--- config.mk ---
export PLATFORM = sky130hd
export DESIGN_NAME = tlic_ctrl
export DESIGN_NICKNAME = d
export VERILOG_FILES = /design/src/hw/tlic_pkg.sv /design/src/hw/tlic_ctrl.sv /design/src/hw/tlic_pick.sv /design/src/hw/tlic_sfr_bank.sv
export SDC_FILE = /design/constraint.sdc
export NUM_CORES = 1
export LEC_CHECK = 0
export BUFFER_PORTS_ARGS = -buffer_cell sky130_fd_sc_hd__buf_2
export CORE_UTILIZATION = 50
export DETAILED_ROUTE_END_ITERATION = 7
export MAX_ROUTING_LAYER = met4
export PLACE_DENSITY = 0.8
export SKIP_CTS_REPAIR_TIMING = 1
export SLEW_MARGIN = 10
export SYNTH_ARGS = -nofsm -noshare
export SYNTH_HDL_FRONTEND = slang
export SYNTH_SLANG_ARGS = --single-unit
--- constraint.sdc ---
create_clock -name i_core_clk -period 2.3 [get_ports i_core_clk]
set_clock_uncertainty 0.05 [all_clocks]
set_input_delay 0.345 -clock i_core_clk [delete_from_list [all_inputs] [get_ports i_core_clk]]
set_output_delay 0.345 -clock i_core_clk [all_outputs]
set_load 0.02 [all_outputs]
--- src/hw/tlic_pkg.sv ---
// Constants, register layout and carrier types of the interrupt controller.
package tlic_pkg;

  // ==========================================================================
  // Sizes
  localparam int unsigned NUM_SRC = 12;
  localparam int unsigned NUM_LEVELS = 3;
  localparam int unsigned SRC_W = 4;
  localparam int unsigned LVL_W = 2;

  // ==========================================================================
  // Byte addresses and reset values
  localparam logic [7:0] ADDR_IE = 8'ha8;
  localparam logic [7:0] ADDR_SECONDARY_ENABLE_PRIORITY = 8'ha9;
  localparam logic [7:0] ADDR_IP = 8'hb8;
  localparam logic [7:0] ADDR_WATCHDOG_CONFIG = 8'hc0;
  localparam logic [7:0] RST_IE = 8'h00;
  localparam logic [7:0] RST_IP = 8'h00;
  localparam logic [7:0] RST_SECONDARY_ENABLE_PRIORITY = 8'ha0;
  localparam logic [7:0] RST_WATCHDOG_CONFIG = 8'h10;
  // Unused secondary bits read back as their reset value of one.
  localparam logic [7:0] SECONDARY_ENABLE_PRIORITY_FIXED_ONES = 8'ha0;
  localparam logic [7:0] SECONDARY_ENABLE_PRIORITY_WR_MASK = 8'h5f;
  localparam logic [7:0] RDATA_NONE = 8'h00;

  // ==========================================================================
  // Field positions of the enable register
  localparam int unsigned IE_GLOBAL = 7;
  localparam int unsigned IE_TEMP = 6;
  localparam int unsigned IE_TIMER2 = 5;
  localparam int unsigned IE_UART = 4;
  localparam int unsigned IE_TIMER1 = 3;
  localparam int unsigned IE_EXT1 = 2;
  localparam int unsigned IE_TIMER0 = 1;
  localparam int unsigned IE_EXT0 = 0;
  // Field positions of the level select register.
  localparam int unsigned IP_METER = 7;
  localparam int unsigned IP_TEMP = 6;
  localparam int unsigned IP_TIMER2 = 5;
  localparam int unsigned IP_UART = 4;
  localparam int unsigned IP_TIMER1 = 3;
  localparam int unsigned IP_EXT1 = 2;
  localparam int unsigned IP_TIMER0 = 1;
  localparam int unsigned IP_EXT0 = 0;
  // Field positions of the secondary register.
  localparam int unsigned SECONDARY_ENABLE_PRIORITY_RTC_HI = 6;
  localparam int unsigned SECONDARY_ENABLE_PRIORITY_SERIAL_HI = 4;
  localparam int unsigned SECONDARY_ENABLE_PRIORITY_METER_EN = 3;
  localparam int unsigned SECONDARY_ENABLE_PRIORITY_RTC_EN = 2;
  localparam int unsigned SECONDARY_ENABLE_PRIORITY_SUPPLY_EN = 1;
  localparam int unsigned SECONDARY_ENABLE_PRIORITY_SERIAL_EN = 0;

  // ==========================================================================
  // Source numbers, equal to the polling order (0 is polled first)
  localparam int unsigned SRC_SUPPLY = 0;
  localparam int unsigned SRC_RTC = 1;
  localparam int unsigned SRC_METER = 2;
  localparam int unsigned SRC_WATCHDOG = 3;
  localparam int unsigned SRC_TEMP = 4;
  localparam int unsigned SRC_EXT0 = 5;
  localparam int unsigned SRC_TIMER0 = 6;
  localparam int unsigned SRC_EXT1 = 7;
  localparam int unsigned SRC_TIMER1 = 8;
  localparam int unsigned SRC_SERIAL = 9;
  localparam int unsigned SRC_UART = 10;
  localparam int unsigned SRC_TIMER2 = 11;

  // ==========================================================================
  // Levels
  localparam logic [LVL_W-1:0] LVL_LOW = 2'h0;
  localparam logic [LVL_W-1:0] LVL_HIGH = 2'h1;
  localparam logic [LVL_W-1:0] LVL_TOP = 2'h2;

  // ==========================================================================
  // Carrier types
  typedef struct packed {
    logic [7:0] ie;
    logic [7:0] ip;
    logic [7:0] secondary_enable_priority;
    logic [7:0] watchdog_config;
  } tlic_regs_t;

  typedef struct packed {
    logic valid;
    logic [LVL_W-1:0] level;
    logic [SRC_W-1:0] src;
  } tlic_grant_t;

endpackage : tlic_pkg

--- src/hw/tlic_ctrl.sv ---
// Three-level interrupt controller top: registers, arbitration, nesting.
module tlic_ctrl #(
  parameter int unsigned WAKE_N = 4
) (
  // Clock and reset
  input wire logic i_core_clk,
  input wire logic i_sys_rst,
  // Register byte access
  input wire logic [7:0] i_sfr_addr,
  input wire logic i_sfr_wr,
  input wire logic [7:0] i_sfr_wdata,
  output logic [7:0] o_sfr_rdata,
  // Register bit access
  input wire logic [7:0] i_bit_addr,
  input wire logic i_bit_wr,
  input wire logic i_bit_wdata,
  output logic o_bit_rdata,
  // Interrupt requests, index equal to polling order
  input wire logic [tlic_pkg::NUM_SRC-1:0] i_irq_req,
  // Core handshake
  output logic o_irq_valid,
  output logic [tlic_pkg::SRC_W-1:0] o_irq_src,
  output logic [tlic_pkg::LVL_W-1:0] o_irq_level,
  input wire logic i_irq_ack,
  input wire logic i_reti,
  output logic [tlic_pkg::NUM_LEVELS-1:0] o_in_service,
  // Power management
  input wire logic i_core_shutdown_mode,
  input wire logic [WAKE_N-1:0] i_wake_event,
  input wire logic [WAKE_N-1:0] i_wake_cfg,
  output logic o_core_wake,
  // Watchdog configuration for the timer block
  output logic [7:0] o_watchdog_config
);

  localparam int unsigned N = tlic_pkg::NUM_SRC;
  localparam int unsigned L = tlic_pkg::NUM_LEVELS;
  // In-service patterns that the nesting checks compare against.
  localparam logic [L-1:0] ISR_LOW = L'(1) << tlic_pkg::LVL_LOW;
  localparam logic [L-1:0] ISR_LOW_HIGH =
    ISR_LOW | (L'(1) << tlic_pkg::LVL_HIGH);

  // ==========================================================================
  // Helpers
  // A level is blocked when it or any level above it is in service.
  function automatic logic lvl_blocked(logic [L-1:0] isr,
                                       logic [tlic_pkg::LVL_W-1:0] lvl);
    return (isr >> lvl) != '0;
  endfunction : lvl_blocked

  // Clears the highest in-service level, the one a return ends.
  function automatic logic [L-1:0] drop_top(logic [L-1:0] isr);
    logic [L-1:0] r;
    logic done;
    r = isr;
    done = 1'b0;
    for (int i = L - 1; i >= 0; i--)
    begin
      if (r[i] && !done)
      begin
        r[i] = 1'b0;
        done = 1'b1;
      end
    end
    return r;
  endfunction : drop_top

  // Mask of sources polled ahead of a given source.
  function automatic logic [N-1:0] ahead_of(logic [tlic_pkg::SRC_W-1:0] s);
    logic [N-1:0] m;
    m = '0;
    for (int i = 0; i < N; i++)
    begin
      m[i] = (i < int'(s));
    end
    return m;
  endfunction : ahead_of

  // ==========================================================================
  // Register set
  tlic_pkg::tlic_regs_t regs;

  tlic_sfr_bank u_bank (
    .i_core_clk(i_core_clk),
    .i_sys_rst(i_sys_rst),
    .i_sfr_addr(i_sfr_addr),
    .i_sfr_wr(i_sfr_wr),
    .i_sfr_wdata(i_sfr_wdata),
    .o_sfr_rdata(o_sfr_rdata),
    .i_bit_addr(i_bit_addr),
    .i_bit_wr(i_bit_wr),
    .i_bit_wdata(i_bit_wdata),
    .o_bit_rdata(o_bit_rdata),
    .o_regs(regs)
  );

  assign o_watchdog_config = regs.watchdog_config;

  // ==========================================================================
  // Per-source enables and levels
  logic [N-1:0] src_en;
  logic [N-1:0] src_high;
  wire logic global_irq_en = regs.ie[tlic_pkg::IE_GLOBAL];

  // Enable bits; the watchdog source has no enable bit here.
  assign src_en[tlic_pkg::SRC_SUPPLY] =
    regs.secondary_enable_priority[tlic_pkg::SECONDARY_ENABLE_PRIORITY_SUPPLY_EN];
  assign src_en[tlic_pkg::SRC_RTC] = regs.secondary_enable_priority[tlic_pkg::SECONDARY_ENABLE_PRIORITY_RTC_EN];
  assign src_en[tlic_pkg::SRC_METER] = regs.secondary_enable_priority[tlic_pkg::SECONDARY_ENABLE_PRIORITY_METER_EN];
  assign src_en[tlic_pkg::SRC_WATCHDOG] = 1'b1;
  assign src_en[tlic_pkg::SRC_TEMP] = regs.ie[tlic_pkg::IE_TEMP];
  assign src_en[tlic_pkg::SRC_EXT0] = regs.ie[tlic_pkg::IE_EXT0];
  assign src_en[tlic_pkg::SRC_TIMER0] = regs.ie[tlic_pkg::IE_TIMER0];
  assign src_en[tlic_pkg::SRC_EXT1] = regs.ie[tlic_pkg::IE_EXT1];
  assign src_en[tlic_pkg::SRC_TIMER1] = regs.ie[tlic_pkg::IE_TIMER1];
  assign src_en[tlic_pkg::SRC_SERIAL] = regs.secondary_enable_priority[tlic_pkg::SECONDARY_ENABLE_PRIORITY_SERIAL_EN];
  assign src_en[tlic_pkg::SRC_UART] = regs.ie[tlic_pkg::IE_UART];
  assign src_en[tlic_pkg::SRC_TIMER2] = regs.ie[tlic_pkg::IE_TIMER2];

  // Level bits, one meaning high; supply and watchdog have none.
  assign src_high[tlic_pkg::SRC_SUPPLY] = 1'b0;
  assign src_high[tlic_pkg::SRC_RTC] = regs.secondary_enable_priority[tlic_pkg::SECONDARY_ENABLE_PRIORITY_RTC_HI];
  assign src_high[tlic_pkg::SRC_METER] = regs.ip[tlic_pkg::IP_METER];
  assign src_high[tlic_pkg::SRC_WATCHDOG] = 1'b0;
  assign src_high[tlic_pkg::SRC_TEMP] = regs.ip[tlic_pkg::IP_TEMP];
  assign src_high[tlic_pkg::SRC_EXT0] = regs.ip[tlic_pkg::IP_EXT0];
  assign src_high[tlic_pkg::SRC_TIMER0] = regs.ip[tlic_pkg::IP_TIMER0];
  assign src_high[tlic_pkg::SRC_EXT1] = regs.ip[tlic_pkg::IP_EXT1];
  assign src_high[tlic_pkg::SRC_TIMER1] = regs.ip[tlic_pkg::IP_TIMER1];
  assign src_high[tlic_pkg::SRC_SERIAL] =
    regs.secondary_enable_priority[tlic_pkg::SECONDARY_ENABLE_PRIORITY_SERIAL_HI];
  assign src_high[tlic_pkg::SRC_UART] = regs.ip[tlic_pkg::IP_UART];
  assign src_high[tlic_pkg::SRC_TIMER2] = regs.ip[tlic_pkg::IP_TIMER2];

  // ==========================================================================
  // Level sorting
  // Nothing is serviced while the core is shut down or globally masked.
  logic [N-1:0] pending;
  logic [N-1:0] top_mask;
  logic [L-1:0][N-1:0] lvl_req;
  logic [L-1:0] lvl_any;
  logic [L-1:0][tlic_pkg::SRC_W-1:0] lvl_idx;

  assign pending = i_irq_req & src_en &
                   {N{global_irq_en && !i_core_shutdown_mode}};
  assign top_mask = N'(1) << tlic_pkg::SRC_SUPPLY;
  assign lvl_req[tlic_pkg::LVL_TOP] = pending & top_mask;
  assign lvl_req[tlic_pkg::LVL_HIGH] = pending & ~top_mask & src_high;
  assign lvl_req[tlic_pkg::LVL_LOW] = pending & ~top_mask & ~src_high;

  // One fixed-order picker per level; index order is polling order.
  for (genvar g = 0; g < L; g++)
  begin : g_level
    tlic_pick #(
      .W(N),
      .IW(tlic_pkg::SRC_W)
    ) u_pick (
      .i_req(lvl_req[g]),
      .o_any(lvl_any[g]),
      .o_idx(lvl_idx[g])
    );
  end

  // ==========================================================================
  // Nesting record
  logic [L-1:0] isr_reg, isr_next;
  tlic_pkg::tlic_grant_t grant_reg, grant_next;
  wire logic take = grant_reg.valid && i_irq_ack;

  // A return closes the current routine before a new one is recorded.
  assign isr_next = (i_reti ? drop_top(isr_reg) : isr_reg) |
                    (take ? (L'(1) << grant_reg.level) : '0);

  // Highest unblocked level wins; arbitration sees the updated record,
  // so a taken request is never offered twice.
  always_comb
  begin
    grant_next = '0;
    for (int i = 0; i < L; i++)
    begin
      if (lvl_any[i] && !lvl_blocked(isr_next, tlic_pkg::LVL_W'(i)))
      begin
        grant_next.valid = 1'b1;
        grant_next.level = tlic_pkg::LVL_W'(i);
        grant_next.src = lvl_idx[i];
      end
    end
  end

  // ==========================================================================
  // State and outputs
  logic wake_reg, wake_next;

  assign wake_next = i_core_shutdown_mode &&
                     ((i_wake_event & i_wake_cfg) != '0);

  // Record, offered request and wake line.
  always_ff @(posedge i_core_clk or posedge i_sys_rst)
  begin
    if (i_sys_rst)
    begin
      isr_reg <= '0;
      grant_reg <= '0;
      wake_reg <= 1'b0;
    end
    else
    begin
      isr_reg <= isr_next;
      grant_reg <= grant_next;
      wake_reg <= wake_next;
    end
  end

  assign o_irq_valid = grant_reg.valid;
  assign o_irq_src = grant_reg.src;
  assign o_irq_level = grant_reg.level;
  assign o_in_service = isr_reg;
  assign o_core_wake = wake_reg;

  // ==========================================================================
  // Checks
  a_src_range: assert property (
    @(posedge i_core_clk) disable iff (i_sys_rst)
    grant_reg.valid |-> grant_reg.src < tlic_pkg::SRC_W'(N))
    else $error("offered source out of range");

  a_top_supply: assert property (
    @(posedge i_core_clk) disable iff (i_sys_rst)
    grant_reg.valid && grant_reg.level == tlic_pkg::LVL_TOP
    |-> grant_reg.src == tlic_pkg::SRC_W'(tlic_pkg::SRC_SUPPLY))
    else $error("top level offered for a non supply source");

  a_level_map: assert property (
    @(posedge i_core_clk) disable iff (i_sys_rst)
    grant_next.valid &&
    grant_next.src != tlic_pkg::SRC_W'(tlic_pkg::SRC_SUPPLY)
    |-> grant_next.level ==
        (src_high[grant_next.src] ? tlic_pkg::LVL_HIGH
                                  : tlic_pkg::LVL_LOW))
    else $error("source offered at wrong level");

  a_preempt_low: assert property (
    @(posedge i_core_clk)
    disable iff (i_sys_rst)
    isr_reg == ISR_LOW && lvl_any[tlic_pkg::LVL_HIGH] &&
    !i_reti && !i_irq_ack
    |=> grant_reg.valid && grant_reg.level != tlic_pkg::LVL_LOW)
    else $error("high request failed to preempt low routine");

  a_higher_first: assert property (
    @(posedge i_core_clk)
    disable iff (i_sys_rst)
    lvl_any[tlic_pkg::LVL_HIGH] && isr_next == '0
    |-> grant_next.valid && grant_next.level != tlic_pkg::LVL_LOW)
    else $error("low request chosen over high request");

  a_no_same_level: assert property (
    @(posedge i_core_clk)
    disable iff (i_sys_rst)
    grant_reg.valid |-> !lvl_blocked(isr_reg, grant_reg.level))
    else $error("request offered at an in-service level");

  a_poll_order: assert property (
    @(posedge i_core_clk) disable iff (i_sys_rst)
    grant_next.valid
    |-> (lvl_req[grant_next.level] & ahead_of(grant_next.src)) == '0)
    else $error("polling order violated within a level");

  a_global_off: assert property (
    @(posedge i_core_clk) disable iff (i_sys_rst)
    !global_irq_en |=> !grant_reg.valid)
    else $error("request offered with global enable clear");

  a_enable_gate: assert property (
    @(posedge i_core_clk)
    disable iff (i_sys_rst)
    grant_next.valid |-> src_en[grant_next.src])
    else $error("disabled source offered");

  a_bit_write: assert property (
    @(posedge i_core_clk) disable iff (i_sys_rst)
    i_bit_wr && !i_sfr_wr && i_bit_addr[7:3] == tlic_pkg::ADDR_IE[7:3]
    |=> regs.ie[$past(i_bit_addr[2:0])] == $past(i_bit_wdata))
    else $error("enable bit write lost");

  a_fixed_ones: assert property (
    @(posedge i_core_clk)
    disable iff (i_sys_rst)
    i_sfr_addr == tlic_pkg::ADDR_SECONDARY_ENABLE_PRIORITY
    |=> (o_sfr_rdata & tlic_pkg::SECONDARY_ENABLE_PRIORITY_FIXED_ONES) ==
        tlic_pkg::SECONDARY_ENABLE_PRIORITY_FIXED_ONES)
    else $error("secondary register unused bits not one");

  a_shutdown_quiet: assert property (
    @(posedge i_core_clk)
    disable iff (i_sys_rst)
    i_core_shutdown_mode [*2] |-> !grant_reg.valid)
    else $error("interrupt offered while core shut down");

  a_reti_release: assert property (
    @(posedge i_core_clk)
    disable iff (i_sys_rst)
    i_reti && !i_irq_ack && isr_reg == ISR_LOW_HIGH
    |=> isr_reg == ISR_LOW)
    else $error("return did not release top in-service level");

endmodule : tlic_ctrl

--- src/hw/tlic_pick.sv ---
// Fixed-order picker: finds the lowest-numbered set request.
module tlic_pick #(
  parameter int unsigned W = 12,
  parameter int unsigned IW = 4
) (
  // Requests, bit 0 polled first
  input wire logic [W-1:0] i_req,
  // Result
  output logic o_any,
  output logic [IW-1:0] o_idx
);

  // ==========================================================================
  // Selection
  // Scanning downward lets the lowest index overwrite any earlier find.
  always_comb
  begin
    o_any = 1'b0;
    o_idx = '0;
    for (int i = W - 1; i >= 0; i--)
    begin
      if (i_req[i])
      begin
        o_any = 1'b1;
        o_idx = IW'(i);
      end
    end
  end

endmodule : tlic_pick

--- src/hw/tlic_sfr_bank.sv ---
// Interrupt register set with byte and single-bit access from the core.
module tlic_sfr_bank (
  // Clock and reset
  input wire logic i_core_clk,
  input wire logic i_sys_rst,
  // Byte access
  input wire logic [7:0] i_sfr_addr,
  input wire logic i_sfr_wr,
  input wire logic [7:0] i_sfr_wdata,
  output logic [7:0] o_sfr_rdata,
  // Bit access
  input wire logic [7:0] i_bit_addr,
  input wire logic i_bit_wr,
  input wire logic i_bit_wdata,
  output logic o_bit_rdata,
  // Register contents
  output tlic_pkg::tlic_regs_t o_regs
);

  // ==========================================================================
  // Helpers
  // A bit address hits a register when its upper five bits match.
  function automatic logic bit_hit(logic [7:0] baddr, logic [7:0] base);
    return baddr[7:3] == base[7:3];
  endfunction : bit_hit

  function automatic logic [7:0] put_bit(logic [7:0] v, logic [2:0] pos,
                                         logic b);
    logic [7:0] r;
    r = v;
    r[pos] = b;
    return r;
  endfunction : put_bit

  // ==========================================================================
  // Decode
  logic [7:0] ie_reg, ip_reg, secondary_enable_priority_reg, watchdog_config_reg;
  logic [7:0] ie_next, ip_next, secondary_enable_priority_next, watchdog_config_next;
  logic [7:0] rdata_reg, rdata_next;
  logic bit_rdata_reg, bit_rdata_next;
  logic [7:0] secondary_enable_priority_view;

  wire logic wr_ie = i_sfr_wr && i_sfr_addr == tlic_pkg::ADDR_IE;
  wire logic wr_ip = i_sfr_wr && i_sfr_addr == tlic_pkg::ADDR_IP;
  wire logic wr_secondary_enable_priority = i_sfr_wr && i_sfr_addr == tlic_pkg::ADDR_SECONDARY_ENABLE_PRIORITY;
  wire logic wr_watchdog_config = i_sfr_wr && i_sfr_addr == tlic_pkg::ADDR_WATCHDOG_CONFIG;
  wire logic bhit_ie = bit_hit(i_bit_addr, tlic_pkg::ADDR_IE);
  wire logic bhit_ip = bit_hit(i_bit_addr, tlic_pkg::ADDR_IP);
  wire logic bhit_wd = bit_hit(i_bit_addr, tlic_pkg::ADDR_WATCHDOG_CONFIG);
  wire logic [2:0] bpos = i_bit_addr[2:0];

  // Byte writes win over a bit write to the same register in one cycle.
  assign ie_next = wr_ie ? i_sfr_wdata :
                   (i_bit_wr && bhit_ie) ?
                   put_bit(ie_reg, bpos, i_bit_wdata) : ie_reg;
  assign ip_next = wr_ip ? i_sfr_wdata :
                   (i_bit_wr && bhit_ip) ?
                   put_bit(ip_reg, bpos, i_bit_wdata) : ip_reg;
  assign watchdog_config_next = wr_watchdog_config ? i_sfr_wdata :
                      (i_bit_wr && bhit_wd) ?
                      put_bit(watchdog_config_reg, bpos, i_bit_wdata) : watchdog_config_reg;
  // The secondary register has no bit addresses; only bytes reach it.
  assign secondary_enable_priority_next = wr_secondary_enable_priority ? (i_sfr_wdata & tlic_pkg::SECONDARY_ENABLE_PRIORITY_WR_MASK)
                               : secondary_enable_priority_reg;
  assign secondary_enable_priority_view = secondary_enable_priority_reg | tlic_pkg::SECONDARY_ENABLE_PRIORITY_FIXED_ONES;

  // Read multiplexers; unmapped addresses read as zero.
  assign rdata_next = (i_sfr_addr == tlic_pkg::ADDR_IE) ? ie_reg :
                      (i_sfr_addr == tlic_pkg::ADDR_IP) ? ip_reg :
                      (i_sfr_addr == tlic_pkg::ADDR_SECONDARY_ENABLE_PRIORITY) ? secondary_enable_priority_view :
                      (i_sfr_addr == tlic_pkg::ADDR_WATCHDOG_CONFIG) ? watchdog_config_reg :
                      tlic_pkg::RDATA_NONE;
  assign bit_rdata_next = bhit_ie ? ie_reg[bpos] :
                          bhit_ip ? ip_reg[bpos] :
                          bhit_wd ? watchdog_config_reg[bpos] : 1'b0;

  // ==========================================================================
  // Storage
  // Registers and read data; reads take one cycle.
  always_ff @(posedge i_core_clk or posedge i_sys_rst)
  begin
    if (i_sys_rst)
    begin
      ie_reg <= tlic_pkg::RST_IE;
      ip_reg <= tlic_pkg::RST_IP;
      secondary_enable_priority_reg <= tlic_pkg::RST_SECONDARY_ENABLE_PRIORITY & tlic_pkg::SECONDARY_ENABLE_PRIORITY_WR_MASK;
      watchdog_config_reg <= tlic_pkg::RST_WATCHDOG_CONFIG;
      rdata_reg <= tlic_pkg::RDATA_NONE;
      bit_rdata_reg <= 1'b0;
    end
    else
    begin
      ie_reg <= ie_next;
      ip_reg <= ip_next;
      secondary_enable_priority_reg <= secondary_enable_priority_next;
      watchdog_config_reg <= watchdog_config_next;
      rdata_reg <= rdata_next;
      bit_rdata_reg <= bit_rdata_next;
    end
  end

  assign o_sfr_rdata = rdata_reg;
  assign o_bit_rdata = bit_rdata_reg;
  assign o_regs.ie = ie_reg;
  assign o_regs.ip = ip_reg;
  assign o_regs.secondary_enable_priority = secondary_enable_priority_view;
  assign o_regs.watchdog_config = watchdog_config_reg;

endmodule : tlic_sfr_bank

==> key figures <==
Clock network
  • Clock sinks: 50
  • TritonCTS clock tree: done
  • Clock slew at reported path FFs: approximately 0.10 ns
  • Clk Latency, worst-skew pair: slightly above 0.3 ns
  • Max Root-Sink Buffers: 2
  • CTS root buffer: clkbuf_8
  • CTS buffer count: 5
  • CTS H-tree lvls: 2

Routing
  • Vias: 3192
  • Wire length per cell: ~18 um
  • Iter 0 DRT Violations: around 330
  • Initial DRT Pass Iterations: 5
  • Vias per cell: slightly above 6
  • WL final: around 9300 um
  • Residual DRC: 0
  • Detail Route Antenna Nets: 0

Die
  • Core area: 6310 um2
  • Ports: 80
  • Rows: 29
  • Die H: 82.7 um
  • Initial Util: 51.5%
  • Die area: around 6800 um2
  • Die width: 82.7 um

Worst setup path
  • Worst R2R End: o_irq_src[1]
  • Crit. End Element: flop
  • Worst-case reg-to-reg path depth: 6
  • WS Path Type: reg -> reg
  • FF-to-FF setup slack: 0.27 ns
  • Crit path max fanout: 5
  • CP startpoint kind: flop
  • Required time worst endpoint: 2.45 ns
  • Reg2reg start: u_bank.ie_reg[4]
  • WP data arrival: 2.18 ns

Placement
  • Gpl congestion: between 0.9 and 1
  • Placed wire-length estimate: 6890 um
  • DP Cell Count: around 510
  • I/O Buffers: between 70 and 80

Logic synthesis
  • Area leader, netlist: dfrtp_1
  • Yosys reg bits: 50
  • Top post-synthesis cells by area: dfrtp_1, mux2i_1, nand2_1, a21oi_1, o21ai_0
  • Synthesized cell area: 3250 um2
  • YS warnings: 0
  • Seq/Total Area, Yosys: 38.5%
  • Net Count, Synth: approximately 420
  • Post-synth EDFFs: 0
  • Most used DFF post-synth: dfrtp_1
  • Asr flop ratio synth: 100%
  • Synth unique cells: between 60 and 70
  • Synth Instances: ~370
  • Synth top area share: ~38%
  • Syn_area_per_cell: roughly 8.9 um2

STA
  • Period utilization: around nine tenths
  • Setup TNS Final: 0 ns
  • Worst-margin pin slew: around 0.55 ns
  • Final setup fails: 0
  • RSZ-0062 raised after global routing: no
  • Slew Limit Fails: 0
  • Final-report hold violation count: 0
  • Hold Slack: about 0.014 ns
  • Worst rel slew slack: between 60% and 70%
  • FMAX: 493 MHz
  • Min Tclk post-route: roughly 2.0 ns

Cells and area
  • Post-route insts no fill: slightly above 500
  • Total Nets Final: 488
  • Antenna Cells: 0
  • Finished Core Util: 60.0%
  • Fillers: a little under 600
  • Area grow syn2layout: 16.4%
  • Layout cells sized above 1: 28.1%

GRT
  • Largest net degree at the start of global routing: 51
  • Initial antenna violation count: 0
  • Grt total ovfl: 0
  • Global-route wire length before repair: 14100 um
  • Number of global-route vias before repair: around 2.8k
  • Total GRT Usage: between 20% and 30%

Hold path
  • Hold Crit Class: in -> async

Power and ir drop
  • Peak supply drop: a little under 0.4 mV
  • P_leak: ~1.8 nW
  • P per Cell Area: 504 nW/um2

Run
  • MaxCap Viol Count: 0

Outcome
  • Status: finished, final reports clean
[routing by layer]
layer	GRT usage, %	wire, um
met1	35.2	3690
met2	48.0	4530
met3	4.62	759
met4	11.4	312
met5	-	0
[report_power, final]
| part | total (W) | internal [W] | switching (W) | leakage (nW) |
|---|---|---|---|---|
| Combinational | 0.000311 | 0.000128 | 0.000183 | 1.11 |
| Clock | 0.000582 | 0.000276 | 0.000306 | 0.0544 |
| Sequential | 0.00102 | 0.000932 | 0.0000826 | 0.678 |
[critical path, stage by stage, from the launching register on]
cell	delay [ns]
dfrtp_1	0.47
nand4b_1	0.20
a2bb2oi_1	0.23
nor3b_2	0.41
a31oi_4	0.17
nor4b_2	0.19
a31o_1	0.20
[final cells by class]
type | count | area [um2] | area share (%)
multi-input cells | 275 | 1790 | 47.4
clock buffers | 7 | 96.3 | 2.54
flip-flops and latches | 50 | 1250 | 33.1
repair buffers | 89 | 483 | 12.8
inverters | 15 | 56.3 | 1.49
well taps | 77 | 96.3 | 2.54
clock inverters | 1 | 8.76 | 0.231
[kinds of logic after synthesis]
family | Yosys count | share of synthesized area, %
AND/OR/NAND/NOR | 144 | 24.5
AO/OA/AOI/OAI | 96 | 19.6
flip-flops | 50 | 38.5
buffers and inverters | 42 | 6.38
multiplexers | 34 | 10.8
adder cells (fa/ha/maj) | 1 | 0.308
[stage by stage]
step	power [W]	instance area [um2]	setup slack (ns)
6_report	0.00191	3790	0.270
4_1_cts	0.00192	3790	0.315
3_3_place_gp	0.00133	3680	0.264
2_1_floorplan	0.00119	3250	0.428
5_1_grt	0.00198	3790	0.183
3_5_place_dp	0.00134	3680	0.230
[synthesized netlist by cell type (3+ instances only)]
master    count
o21ai_0      24
nand4b_1      3
o211ai_1      3
nor3_2        5
a222oi_1      6
nor4_1        3
or3b_1        3
buf_2         4
clkbuf_1     11
a221oi_1      3
buf_4        10
nand3b_1      4
nand2b_1      5
nand2_1      43
nand4_1       4
dfrtp_1      49
nor2b_1       7
mux2i_1      26
inv_1        15
and3_1        4
a21oi_1      30
nor2_1       26
nor3_1        8
and2_1        3
a22oi_1       5
nand3_1       8
mux2_2        8
[how the worst max path moves through the flow]
stage                                    start           end  slack [ns]
after CTS                     u_bank.ie_reg[4]  o_irq_src[1]        0.31
after floorplan                o_in_service[2]  o_irq_src[0]        0.43
final                         u_bank.ie_reg[4]  o_irq_src[1]        0.27
after global placement    i_core_shutdown_mode  o_irq_src[0]        0.26
after global routing          u_bank.ie_reg[4]  o_irq_src[1]        0.18
after detailed placement  i_core_shutdown_mode  o_irq_src[0]        0.23
[layout by cell type, fill, tap and decap left out, types with 6 or more instances in the layout]
master    count
mux2_2        8
a21oi_1      30
nor3_1        8
nor2b_1       7
nand3_1       8
mux2i_1      26
dfrtp_1      49
buf_2        79
buf_4         9
nand2_1      43
nor2_1       26
inv_1        14
o21ai_0      24
clkbuf_8      7
a222oi_1      6
Power figures use the tool's default switching activity.
